[src/hdl/lcs_pkg.sv]
package lcs_pkg;
   // Register byte offsets
   localparam logic [7:0] ADDR_CODE   = 8'h00;
   localparam logic [7:0] ADDR_STATUS = 8'h04;
   localparam logic [7:0] ADDR_IRQ    = 8'h08;
   localparam logic [7:0] ADDR_MASK   = 8'h0c;
   localparam logic [7:0] ADDR_THRESH = 8'h10;
   // Transmit FIFO level codes
   localparam logic [1:0] TXL_EMPTY  = 2'h0;
   localparam logic [1:0] TXL_DATA   = 2'h1;
   localparam logic [1:0] TXL_ALMOST = 2'h2;
   localparam logic [1:0] TXL_FULL   = 2'h3;
   // Transmitter outcome codes
   localparam logic [1:0] TXO_NONE = 2'h0;
   localparam logic [1:0] TXO_UNDR = 2'h1;
   localparam logic [1:0] TXO_LOST = 2'h2;
   localparam logic [1:0] TXO_OK   = 2'h3;
   // Error category codes
   localparam logic [1:0] ERR_CRC   = 2'h0;
   localparam logic [1:0] ERR_INCMP = 2'h1;
   localparam logic [1:0] ERR_TIME  = 2'h2;
   localparam logic [1:0] ERR_BREAK = 2'h3;
   // Receive buffer head state codes
   localparam logic [2:0] RXS_EMPTY = 3'h0;
   localparam logic [2:0] RXS_DATA  = 3'h4;
   localparam logic [2:0] RXS_CC    = 3'h7;
   // Interrupt bit positions
   localparam int IRQ_FRAME = 0;
   localparam int IRQ_OVFL  = 1;
   localparam int IRQ_ERR   = 2;
   localparam int IRQ_W     = 3;
   // Reset values
   localparam logic [7:0] CODE_RESET   = 8'h00;
   localparam logic [4:0] THRESH_RESET = 5'h0c;
   // AXI response codes
   localparam logic [1:0] RESP_OKAY   = 2'h0;
   localparam logic [1:0] RESP_SLVERR = 2'h2;

   // Completion code layout, MSB first
   typedef struct packed {
      logic       error;
      logic       overflow;
      logic [1:0] tx_outcome;
      logic       in_frame_resp;
      logic       resp_crc;
      logic [1:0] category;
   } lcs_code_t;

   // Frame end report from the link core
   typedef struct packed {
      logic       error;
      logic [1:0] category;
      logic [1:0] tx_outcome;
      logic       in_frame_resp;
      logic       resp_crc;
   } lcs_end_t;
endpackage

[src/hdl/lcs_level_enc.sv]
// Transmit FIFO fill level encoder
module lcs_level_enc #(
   parameter int CNT_W = 5
) (
   input  wire logic [CNT_W-1:0] count,
   input  wire logic [CNT_W-1:0] depth,
   input  wire logic [CNT_W-1:0] almost,
   output logic      [1:0]       level
);
   // Empty, data, almost full, full
   always_comb begin
      if (count == '0)
         level = lcs_pkg::TXL_EMPTY;
      else if (count >= depth)
         level = lcs_pkg::TXL_FULL;
      else if (count >= almost)
         level = lcs_pkg::TXL_ALMOST;
      else
         level = lcs_pkg::TXL_DATA;
   end
endmodule // lcs_level_enc

[src/hdl/lcs_top.sv]
// Overview of operation
// - Transmit FIFO level as two-bit code
// - Error flag set when frame ended erroneously
// - Overflow flag set on receive buffer overflow
// - Transmitter outcome two-bit field
// - Flag marks in-frame response
// - Response CRC flag for in-frame responses
// - Error category two-bit code
// - Code queued unless DEPTH codes are held; head state shows completion code
module lcs_top #(
   parameter int DEPTH = 16,
   parameter int CNT_W = 5
) (
   input  wire logic             aclk,
   input  wire logic             aresetn,
   input  wire logic [7:0]       s_axi_awaddr,
   input  wire logic             s_axi_awvalid,
   output logic                  s_axi_awready,
   input  wire logic [31:0]      s_axi_wdata,
   input  wire logic [3:0]       s_axi_wstrb,
   input  wire logic             s_axi_wvalid,
   output logic                  s_axi_wready,
   output logic [1:0]            s_axi_bresp,
   output logic                  s_axi_bvalid,
   input  wire logic             s_axi_bready,
   input  wire logic [7:0]       s_axi_araddr,
   input  wire logic             s_axi_arvalid,
   output logic                  s_axi_arready,
   output logic [31:0]           s_axi_rdata,
   output logic [1:0]            s_axi_rresp,
   output logic                  s_axi_rvalid,
   input  wire logic             s_axi_rready,
   input  wire logic [CNT_W-1:0] tx_count,
   input  wire logic             rx_overflow,
   input  wire logic             rx_data_head,
   input  wire logic             frame_end,
   input  wire lcs_pkg::lcs_end_t frame_info,
   output logic [1:0]            tx_fifo_level,
   output logic [2:0]            rx_buffer_state,
   output logic                  irq
);
   localparam int QW = $clog2(DEPTH);

   lcs_pkg::lcs_code_t       frame_completion_code;
   lcs_pkg::lcs_code_t       next_code;
   lcs_pkg::lcs_code_t       code_mem [DEPTH];
   logic [QW-1:0]            wr_ptr;
   logic [QW-1:0]            rd_ptr;
   logic [QW:0]              q_count;
   logic                     ovfl_seen;
   logic [CNT_W-1:0]         almost_thresh;
   logic [lcs_pkg::IRQ_W-1:0] irq_status;
   logic [lcs_pkg::IRQ_W-1:0] irq_mask;
   logic [lcs_pkg::IRQ_W-1:0] irq_set;
   logic [lcs_pkg::IRQ_W-1:0] irq_clr;
   logic [1:0]               level_now;
   logic                     aw_held;
   logic                     w_held;
   logic [7:0]               aw_addr;
   logic [31:0]              w_data;
   logic [3:0]               w_strb;
   logic                     wr_go;
   logic                     rd_go;
   logic                     pop;
   logic                     push;
   logic                     q_empty;
   logic                     q_full;
   logic                     next_aw_held;
   logic                     next_w_held;
   logic                     next_bvalid;
   logic                     next_rvalid;
   logic                     wr_map_hit;
   logic [lcs_pkg::IRQ_W-1:0] next_irq_status;
   logic [2:0]               next_rx_state;
   logic [31:0]              next_rdata;
   logic [1:0]               next_rresp;

   // Fill level encoder
   lcs_level_enc #(
      .CNT_W (CNT_W)
   ) u_level (
      .count  (tx_count),
      .depth  (CNT_W'(DEPTH)),
      .almost (almost_thresh),
      .level  (level_now)
   );

   // Register the level onto its output
   always_ff @(posedge aclk) begin
      if (!aresetn)
         tx_fifo_level <= lcs_pkg::TXL_EMPTY;
      else
         tx_fifo_level <= level_now;
   end

   // Overflow seen since the last frame end
   always_ff @(posedge aclk) begin
      if (!aresetn)
         ovfl_seen <= 1'b0;
      else if (frame_end)
         ovfl_seen <= 1'b0;
      else if (rx_overflow)
         ovfl_seen <= 1'b1;
   end

   // Build the completion code from the frame report
   always_comb begin
      next_code               = '0;
      next_code.error         = frame_info.error;
      next_code.overflow      = ovfl_seen | rx_overflow;
      next_code.tx_outcome    = frame_info.tx_outcome;
      next_code.in_frame_resp = frame_info.in_frame_resp;
      next_code.resp_crc      = frame_info.in_frame_resp & frame_info.resp_crc;
      next_code.category      = frame_info.category;
   end

   assign q_empty = (q_count == '0);
   assign q_full  = (q_count == (QW+1)'(DEPTH));
   assign push    = frame_end & ~q_full;
   assign pop     = rd_go & (s_axi_araddr == lcs_pkg::ADDR_CODE) & ~q_empty;

   // Completion code queue storage
   always_ff @(posedge aclk) begin
      if (push)
         code_mem[wr_ptr] <= next_code;
   end

   // Queue pointers and count
   always_ff @(posedge aclk) begin
      if (!aresetn) begin
         wr_ptr  <= '0;
         rd_ptr  <= '0;
         q_count <= '0;
      end else begin
         if (push)
            wr_ptr <= wr_ptr + 1'b1;
         if (pop)
            rd_ptr <= rd_ptr + 1'b1;
         q_count <= q_count + (QW+1)'(push) - (QW+1)'(pop);
      end
   end

   // Head of queue as a register view
   always_comb begin
      if (q_empty)
         frame_completion_code = lcs_pkg::CODE_RESET;
      else
         frame_completion_code = code_mem[rd_ptr];
   end

   // Head state after this edge; a queued code hides any data byte
   always_comb begin
      if (push)
         next_rx_state = lcs_pkg::RXS_CC;
      else if (!q_empty && !(pop && q_count == (QW+1)'(1)))
         next_rx_state = lcs_pkg::RXS_CC;
      else if (rx_data_head)
         next_rx_state = lcs_pkg::RXS_DATA;
      else
         next_rx_state = lcs_pkg::RXS_EMPTY;
   end

   // Receive buffer head state
   always_ff @(posedge aclk) begin
      if (!aresetn)
         rx_buffer_state <= lcs_pkg::RXS_EMPTY;
      else
         rx_buffer_state <= next_rx_state;
   end

   // Interrupt events
   always_comb begin
      irq_set                     = '0;
      irq_set[lcs_pkg::IRQ_FRAME] = frame_end;
      irq_set[lcs_pkg::IRQ_OVFL]  = rx_overflow | (frame_end & q_full);
      irq_set[lcs_pkg::IRQ_ERR]   = frame_end & frame_info.error;
   end

   // Write-one-to-clear mask from the bus
   always_comb begin
      irq_clr = '0;
      if (wr_go && aw_addr == lcs_pkg::ADDR_IRQ && w_strb[0])
         irq_clr = w_data[lcs_pkg::IRQ_W-1:0];
   end

   // Status after this edge; an event in the clearing cycle wins
   assign next_irq_status = (irq_status & ~irq_clr) | irq_set;

   // Sticky status
   always_ff @(posedge aclk) begin
      if (!aresetn)
         irq_status <= '0;
      else
         irq_status <= next_irq_status;
   end

   // Interrupt output, high while an unmasked bit is set
   always_ff @(posedge aclk) begin
      if (!aresetn)
         irq <= 1'b0;
      else
         irq <= |(next_irq_status & irq_mask);
   end

   // Write address and data capture, either order
   always_ff @(posedge aclk) begin
      if (!aresetn) begin
         aw_held <= 1'b0;
         w_held  <= 1'b0;
         aw_addr <= '0;
         w_data  <= '0;
         w_strb  <= '0;
      end else begin
         if (s_axi_awvalid && s_axi_awready) begin
            aw_held <= 1'b1;
            aw_addr <= s_axi_awaddr;
         end else if (wr_go) begin
            aw_held <= 1'b0;
         end
         if (s_axi_wvalid && s_axi_wready) begin
            w_held <= 1'b1;
            w_data <= s_axi_wdata;
            w_strb <= s_axi_wstrb;
         end else if (wr_go) begin
            w_held <= 1'b0;
         end
      end
   end

   assign wr_go = aw_held & w_held & ~s_axi_bvalid;

   // Held items and answers as they will stand after this edge
   always_comb begin
      next_aw_held = aw_held;
      next_w_held  = w_held;
      next_bvalid  = s_axi_bvalid;
      next_rvalid  = s_axi_rvalid;
      if (s_axi_awvalid && s_axi_awready)
         next_aw_held = 1'b1;
      else if (wr_go)
         next_aw_held = 1'b0;
      if (s_axi_wvalid && s_axi_wready)
         next_w_held = 1'b1;
      else if (wr_go)
         next_w_held = 1'b0;
      if (wr_go)
         next_bvalid = 1'b1;
      else if (s_axi_bready)
         next_bvalid = 1'b0;
      if (rd_go)
         next_rvalid = 1'b1;
      else if (s_axi_rready)
         next_rvalid = 1'b0;
   end

   // Readies come from flops, ready while nothing is held or pending
   always_ff @(posedge aclk) begin
      if (!aresetn) begin
         s_axi_awready <= 1'b1;
         s_axi_wready  <= 1'b1;
         s_axi_arready <= 1'b1;
      end else begin
         s_axi_awready <= ~next_aw_held & ~next_bvalid;
         s_axi_wready  <= ~next_w_held & ~next_bvalid;
         s_axi_arready <= ~next_rvalid;
      end
   end

   // Writable registers
   always_ff @(posedge aclk) begin
      if (!aresetn) begin
         irq_mask      <= '0;
         almost_thresh <= lcs_pkg::THRESH_RESET;
      end else if (wr_go && w_strb[0]) begin
         if (aw_addr == lcs_pkg::ADDR_MASK)
            irq_mask <= w_data[lcs_pkg::IRQ_W-1:0];
         if (aw_addr == lcs_pkg::ADDR_THRESH)
            almost_thresh <= w_data[CNT_W-1:0];
      end
   end

   // Write offset decode; read-only offsets still answer okay
   always_comb begin
      wr_map_hit = 1'b0;
      case (aw_addr)
         lcs_pkg::ADDR_CODE,
         lcs_pkg::ADDR_STATUS,
         lcs_pkg::ADDR_IRQ,
         lcs_pkg::ADDR_MASK,
         lcs_pkg::ADDR_THRESH: wr_map_hit = 1'b1;
         default:              wr_map_hit = 1'b0;
      endcase
   end

   // Write response
   always_ff @(posedge aclk) begin
      if (!aresetn) begin
         s_axi_bvalid <= 1'b0;
         s_axi_bresp  <= lcs_pkg::RESP_OKAY;
      end else if (wr_go) begin
         s_axi_bvalid <= 1'b1;
         if (wr_map_hit)
            s_axi_bresp <= lcs_pkg::RESP_OKAY;
         else
            s_axi_bresp <= lcs_pkg::RESP_SLVERR;
      end else if (s_axi_bready) begin
         s_axi_bvalid <= 1'b0;
      end
   end

   assign rd_go = s_axi_arvalid & s_axi_arready;

   // Read word for the requested offset; unmapped offsets answer an error
   always_comb begin
      next_rdata = 32'h0000_0000;
      next_rresp = lcs_pkg::RESP_OKAY;
      case (s_axi_araddr)
         lcs_pkg::ADDR_CODE:
            next_rdata = {24'h00_0000, frame_completion_code};
         lcs_pkg::ADDR_STATUS:
            next_rdata = {27'h000_0000, rx_buffer_state, tx_fifo_level};
         lcs_pkg::ADDR_IRQ:
            next_rdata = {29'h0000_0000, irq_status};
         lcs_pkg::ADDR_MASK:
            next_rdata = {29'h0000_0000, irq_mask};
         lcs_pkg::ADDR_THRESH:
            next_rdata = {27'h000_0000, almost_thresh};
         default:
            next_rresp = lcs_pkg::RESP_SLVERR;
      endcase
   end

   // Read answer; reading the code register pops the queue
   always_ff @(posedge aclk) begin
      if (!aresetn) begin
         s_axi_rvalid <= 1'b0;
         s_axi_rdata  <= '0;
         s_axi_rresp  <= lcs_pkg::RESP_OKAY;
      end else if (rd_go) begin
         s_axi_rvalid <= 1'b1;
         s_axi_rdata  <= next_rdata;
         s_axi_rresp  <= next_rresp;
      end else if (s_axi_rready) begin
         s_axi_rvalid <= 1'b0;
      end
   end
endmodule // lcs_top

[config.mk]
export PLATFORM = sky130hd
export DESIGN_NAME = lcs_top
export DESIGN_NICKNAME = d
export VERILOG_FILES = /design/src/hdl/lcs_pkg.sv /design/src/hdl/lcs_level_enc.sv /design/src/hdl/lcs_top.sv
export SDC_FILE = /design/constraint.sdc
export NUM_CORES = 1
export LEC_CHECK = 0
export ABC_AREA = 1
export BUFFER_PORTS_ARGS = -buffer_cell sky130_fd_sc_hd__buf_2
export CAP_MARGIN = 30
export CORE_MARGIN = 2
export CORE_UTILIZATION = 45
export CTS_CLUSTER_SIZE = 16
export DETAILED_ROUTE_END_ITERATION = 16
export PLACE_DENSITY = 0.68
export SLEW_MARGIN = 25
export SYNTH_ARGS = -nofsm -noshare
export SYNTH_HDL_FRONTEND = slang
export SYNTH_SLANG_ARGS = --single-unit
export TNS_END_PERCENT = 20
[constraint.sdc]
create_clock -name aclk -period 2.2 [get_ports aclk]
set_input_delay 0.22 -clock aclk [delete_from_list [all_inputs] [get_ports aclk]]
set_output_delay 0.22 -clock aclk [all_outputs]
set_load 0.1 [all_outputs]
==> impl_metrics.json, run 1 <==
{
  "cts_root_buffer": "clkbuf_16",
  "cts_max_level": 4,
  "cp_common_cell": "nand2_4",
  "clk_latency_ns": 0.43,
  "setup_viol": 0,
  "leakagePower_uw": 0.00431,
  "cp_cell_sequence": "inv_2 -> ha_4 -> nand3b_1 -> nor2_2 -> nor2_4 -> nand2_4 -> clkinv_4 -> nand2_4 -> nand2_4 -> ha_4 -> fa_2 -> nand2_2 -> a21oi_2 -> nor2_2 -> o21ai_1 -> a21oi_1",
  "drc_errors": 0,
  "vias_per_cell": 4.94,
  "synth_edf_count": 128,
  "drv_cap": 0,
  "layout.nets": 1099,
  "cp_max_fo": 3,
  "core_area_um2": 18700,
  "cts.path.max_buffers": 2,
  "yosysTopAreaCell": "edfxtp_1",
  "ys_top_cells_by_count": "185 x nand2_1, 128 x edfxtp_1, 113 x inv_1",
  "critical_path_class": "reg2reg",
  "ys_warn_count": 0,
  "start_util_pct": 45.9,
  "syn_avg_cell_area_um2": 9.52,
  "crit_arrival_ns": 2.55,
  "critPathTopFamily": "simple AND/OR/NAND/NOR gates",
  "rsz0062_at_grt": "true",
  "wl_per_cell_um": 14.6,
  "gp_congestion": 0.780,
  "crit_buf_inv": 2,
  "critical-path-max-stage-delay_ns": 0.35,
  "synth_top_area_share_pct": 44.7,
  "drt_iter0_markers": 384,
  "ys_seq_elements": 193,
  "syn_inst": 902,
  "ys_seq_area_share_pct": 59.9,
  "synth_flop_cell": "edfxtp_1",
  "max_freq_mhz": 455,
  "tritoncts": "built",
  "status": "finished clean",
  "yosys-top-cells-area": "edfxtp_1 45%, dfxtp_1 15%, nand2_1 8.1%, inv_1 4.9%, nand3_1 4.6%",
  "diodes": 0,
  "yosysUniqueCellTypes": 45,
  "slew_viol_final": 0,
  "maxSlewHeadroom_pct": 66.1,
  "grt_usage_pct": 18.4,
  "die_h_um": 142,
  "dpl.hpwl_um": 12000,
  "finalHoldViolations": 0,
  "clkSlewWorstSetupHoldPaths_ns": 0.07,
  "cp_slowest_cell": "fa_2",
  "place_inst": 1210,
  "hp-class": "in2reg",
  "worst_slew_pin_slew_ns": 0.509,
  "endpoint_kind": "register",
  "finalCritPeriodShare_pct": 99.9,
  "vias": 6202,
  "synth_area_um2": 8590,
  "finClkSkew_ns": 0.0122,
  "clock_sinks": 193,
  "grt_overflow": 0,
  "grt_max_degree": 65,
  "wl_met1_um": 8150,
  "portBuffers": 64,
  "placementRows": 50,
  "setup_tns_ns": 0,
  "max-vdd-ir-drop_mv": 0.592,
  "wl_met3_um": 798,
  "drtPass1Iterations": 7,
  "grt_pass1_vias": 5714,
  "layoutNonFillerInstCount": 1256,
  "cp.required_ns": 2.55,
  "fin_crit_ns": 2.20,
  "grt_pass1_wl_um": 28700,
  "final_util_pct": 53.7,
  "yosysMostFrequentCell": "nand2_1",
  "met2_length_um": 9080,
  "hold-worst-slack_ns": 0.0363,
  "worstSetupStartpointType": "register",
  "antenna_left": 0,
  "power_density_nw_per_um2": 857,
  "routed.top_layer": "met4",
  "drt-total-wl_um": 18300,
  "antenna_found_initial": 0,
  "die_area_um2": 20200,
  "cts_buffers": 17,
  "ios": 121,
  "drive_above_1_share_pct": 19.0,
  "area.growth.synth_to_final_pct": 16.9,
  "die_w_um": 142,
  "synthArstFlopShare_pct": 0
}
==> per-layer routing <==
| layer | GRT usage, % | up-vias |
|---|---|---|
| met1 | 24.3 | 2885 |
| met3 | 3.70 | 19 |
| met5 | 0 | - |
| met2 | 30.6 | 159 |
| li1 | - | 3139 |
| met4 | 5.74 | 0 |
==> layout make-up <==
class                   count  area (µm²)
flip-flops and latches    193        5150
clock inverters            12         115
multi-input cells         557        2760
well taps                 234         293
inverters                 118         448
fillers                  1615        8660
repair buffers            122         808
clock buffers              20         468
==> worst paths after layout <==
check             slack (ns)               startpoint                       to  cells past startpoint
setup / recovery       0.002    q_count[3]$_SDFF_PN0_    q_count[4]$_SDFF_PN0_                     16
hold / removal          0.04          s_axi_awaddr[6]  aw_addr[6]$_SDFFE_PN0P_                      3
setup reg to reg       0.002    q_count[3]$_SDFF_PN0_    q_count[4]$_SDFF_PN0_                     16
hold reg to reg         0.45  aw_addr[1]$_SDFFE_PN0P_  aw_addr[1]$_SDFFE_PN0P_                      2
==> tightest hold or removal path, cell delays in order <==
cell and delay, ns:
buf_2 0.07, o21ai_0 0.07, nor2_1 0.07
==> flip-flops by register name (all words and copies together) (netlist names), 2 cells and up, named ones only <==
| name | count |
|---|---|
| code_mem | 128 |
| aw_addr | 8 |
| s_axi_rdata | 8 |
| almost_thresh | 5 |
| q_count | 5 |
| w_data | 5 |
| rd_ptr | 4 |
| wr_ptr | 4 |
| irq_mask | 3 |
| irq_status | 3 |
| rx_buffer_state | 2 |
| tx_fifo_level | 2 |
==> kinds of logic after synthesis <==
family	share of synthesized area (%)
and+or+nand+nor	19.8
DFF	59.9
buffers and inverters	9.86
AOI/OAI and AO/OA	7.55
adders and majority gates	2.42
xor gates and xnor gates	0.408
other	0.0437
==> repair_timing <==
item	in CTS	in global routing
setup buffers	10	3
resized for setup	9	9
pin swaps	7	5
endpoints found under the hold margin	1	0
hold buffers	1	0
setup endpoints to repair	2	3
==> power by group <==
part	switching, µW	internal [µW]	total [µW]	leakage [µW]
clock network	1400	1590	2990	0.000289
registers	90.7	4030	4120	0.00169
logic	981	517	1500	0.00233
==> cell usage in the layout, fill, tap and decap left out, types with 2 or more instances in the layout <==
cell	n
inv_4	2
nor2_4	2
nand2_4	5
buf_2	64
buf_12	4
nand3b_1	2
nor2_2	6
buf_4	53
o21ai_1	13
nand4_1	7
a21oi_2	5
conb_1	26
nor3_1	4
a21oi_1	34
nand2_2	5
inv_1	111
ha_1	12
ha_4	3
inv_2	5
dfxtp_2	3
nand3_1	79
inv_8	3
nand2_1	181
o22ai_1	3
o211ai_1	12
dfxtp_1	61
clkinv_4	6
nor2_1	98
clkbuf_16	18
o21ai_0	42
xnor2_1	2
edfxtp_1	128
xor2_1	2
==> metrics by stage <==
step                      total power (µW)  worst slack, ns  cell area [µm²]
after floorplan                       5100          0.00186             8690
after global placement                5390          -0.0307             9290
after detailed placement              5420          -0.0981             9290
after CTS                             8540          -0.0403             9980
after global routing                  8950           -0.138            10000
final                                 8610          0.00206            10000
(Power assumes the default switching activity.)
==> run 2, diff against run 1 <==
--- a/config.mk
+++ b/config.mk
@@ -8,11 +8,13 @@
 export ABC_AREA = 1
 export BUFFER_PORTS_ARGS = -buffer_cell sky130_fd_sc_hd__buf_2
 export CAP_MARGIN = 30
+export CELL_PAD_IN_SITES_DETAIL_PLACEMENT = 1
+export CELL_PAD_IN_SITES_GLOBAL_PLACEMENT = 1
 export CORE_MARGIN = 2
-export CORE_UTILIZATION = 45
+export CORE_UTILIZATION = 40
 export CTS_CLUSTER_SIZE = 16
 export DETAILED_ROUTE_END_ITERATION = 16
-export PLACE_DENSITY = 0.68
+export PLACE_DENSITY = 0.76
 export SLEW_MARGIN = 25
 export SYNTH_ARGS = -nofsm -noshare
 export SYNTH_HDL_FRONTEND = slang
==> run 2 against run 1 <==
Against the previous run: the run now ends with setup timing left; sequential power hardly changed; highest routed layer unchanged; non-clock buffer count is 6 lower; clock power rose by 6%; largest power group unchanged; global-route usage grew 2.7 points; sequential share of layout area stayed put; sequential cell count unchanged; wire length increased by 24%; clock skew is 0.0011 ns lower; worst hold slack got worse by 0.0046 ns.
==> impl_metrics.json, run 2 (same netlist as run 1, synthesis figures left out) <==
{
  "final_cell_mix": "182 x nand2_1, 128 x edfxtp_1, 111 x inv_1",
  "regMostFlops": "code_mem",
  "violations": "setup timing",
  "critical-path-max-stage-delay_ns": 0.35,
  "portBuffers": 64,
  "critical_path_class": "reg2reg",
  "clk_latency_ns": 0.44,
  "vias": 6494,
  "finalCritPeriodShare_pct": 100,
  "endpoint_kind": "register",
  "maxSlewHeadroom_pct": 55.7,
  "place_inst": 1254,
  "slew_viol_final": 0,
  "reg.largest.list": "code_mem x128, aw_addr x8, s_axi_rdata x8",
  "drt_iter0_markers": 374,
  "clock_sinks": 193,
  "start_util_pct": 40.9,
  "grt_pass1_wl_um": 36200,
  "drc_errors": 0,
  "layoutNonFillerInstCount": 1291,
  "diodes": 0,
  "max-vdd-ir-drop_mv": 0.536,
  "tritoncts": "built",
  "area.growth.synth_to_final_pct": 16.9,
  "setup_tns_ns": -0.00676,
  "cp_common_cell": "nand2_4",
  "drt-total-wl_um": 22700,
  "hold-worst-slack_ns": 0.0317,
  "cts_buffers": 17,
  "nFillCells": 2410,
  "finClkSkew_ns": 0.0111,
  "grt_overflow": 0,
  "drv_cap": 0,
  "drive_above_1_share_pct": 18.3,
  "vias_per_cell": 5.03,
  "reg2reg_from": "q_count[2]$_SDFF_PN0_",
  "setup_viol": 1,
  "cp_max_fo": 3,
  "max_freq_mhz": 453,
  "fin_crit_ns": 2.21,
  "die_area_um2": 22700,
  "die_h_um": 151,
  "dpl.hpwl_um": 15100,
  "die_w_um": 151,
  "min-delay-start": "tx_count[4]",
  "drtPass1Iterations": 5,
  "cts_max_level": 4,
  "grt_max_degree": 65,
  "wl_per_cell_um": 17.6,
  "cp_cell_sequence": "inv_2 -> ha_4 -> nand3b_1 -> nor2_4 -> nor2_4 -> nand2_4 -> clkinv_4 -> nand2_4 -> nand2_4 -> ha_4 -> fa_2 -> nand2_2 -> a21oi_2 -> nor2_1 -> o21ai_1 -> a21oi_1",
  "finalHoldViolations": 0,
  "largest_register_ffs": 128,
  "worst_slew_pin_slew_ns": 0.664,
  "crit_arrival_ns": 2.58,
  "grt_pass1_vias": 6853,
  "placementRows": 53,
  "layout.nets": 1093,
  "setup_ws_ns": -0.00676,
  "cts_root_buffer": "clkbuf_16",
  "final_area_um2": 10000,
  "grt_usage_pct": 21.1,
  "status": "finished, violations left",
  "cts.path.max_buffers": 2,
  "ios": 121,
  "final_common_cell": "nand2_1",
  "critPathTopFamily": "simple AND/OR/NAND/NOR gates",
  "power_density_nw_per_um2": 866,
  "gp_congestion": 0.766,
  "hp-class": "in2reg",
  "cp.required_ns": 2.58,
  "rsz0062_at_grt": "true",
  "leakagePower_uw": 0.00430,
  "place_area_um2": 9350,
  "clkSlewWorstSetupHoldPaths_ns": 0.08,
  "cp_slowest_cell": "fa_2",
  "crit_buf_inv": 2,
  "worstSetupStartpointType": "register",
  "worstSetupStartpoint": "q_count[2]$_SDFF_PN0_",
  "regToRegSetupSlack_ns": -0.007,
  "antenna_found_initial": 0,
  "core_area_um2": 21000,
  "antenna_left": 0
}
[run 2: path summary, 6_finish.rpt]
path                                       to  cells past startpoint
hold / removal    tx_fifo_level[1]$_SDFF_PP0_                      3
hold reg to reg       aw_addr[1]$_SDFFE_PN0P_                      2
setup / recovery        q_count[4]$_SDFF_PN0_                     16
setup reg to reg        q_count[4]$_SDFF_PN0_                     16
[run 2: report_power, final]
part | total (µW) | switching [µW] | internal (µW) | leakage (µW)
logic | 1390 | 976 | 418 | 0.00230
clock network | 3170 | 1440 | 1730 | 0.000309
registers | 4130 | 98.3 | 4030 | 0.00169
total | 8700 | 2520 | 6180 | 0.00430
[run 2: per-layer routing]
layer | up-vias | global-route usage (%) | part of all wire (%)
li1 | 3118 | - | -
met1 | 3207 | 25.8 | 42
met2 | 138 | 37.7 | 52
met3 | 31 | 3.21 | 3.3
met4 | 0 | 7.26 | 2.0
met5 | - | 0 | 0
[run 2: cell type report]
| class | instances | area [µm²] | share of cell area [%] |
|---|---|---|---|
| tap | 275 | 344 | 3.43 |
| sequential | 193 | 5150 | 51.3 |
| clock buffer | 20 | 500 | 4.98 |
| clock inverter | 12 | 101 | 1.01 |
| timing repair buffer | 116 | 751 | 7.47 |
| multi-input combinational | 557 | 2750 | 27.4 |
| inverter | 118 | 448 | 4.46 |
[run 2: worst register-to-register path, cell delays in order, from the launching register on]
cell,delay [ns]
dfxtp_2,0.33
inv_2,0.07
ha_4,0.13
nand3b_1,0.13
nor2_4,0.18
nor2_4,0.06
nand2_4,0.08
clkinv_4,0.06
nand2_4,0.06
nand2_4,0.05
ha_4,0.16
fa_2,0.35
nand2_2,0.07
a21oi_2,0.05
nor2_1,0.15
o21ai_1,0.10
a21oi_1,0.12
[run 2: repair_timing]
item | in CTS | in global routing
resized for setup | 10 | 6
setup buffers | 1 | 3
hold buffers | 1 | 0
pin swaps | 6 | 6
endpoints found under the hold margin | 1 | 0
setup endpoints to repair | 2 | 2
[run 2: stage by stage]
stage                     util [%]  power [µW]  worst slack, ns
final                         47.8        8700         -0.00676
after global routing          47.8        9000           -0.128
after CTS                     47.5        8670          0.00192
after detailed placement      44.5        5470           -0.102
after global placement        44.5        5420          -0.0255
after floorplan                  -        5100          0.00186
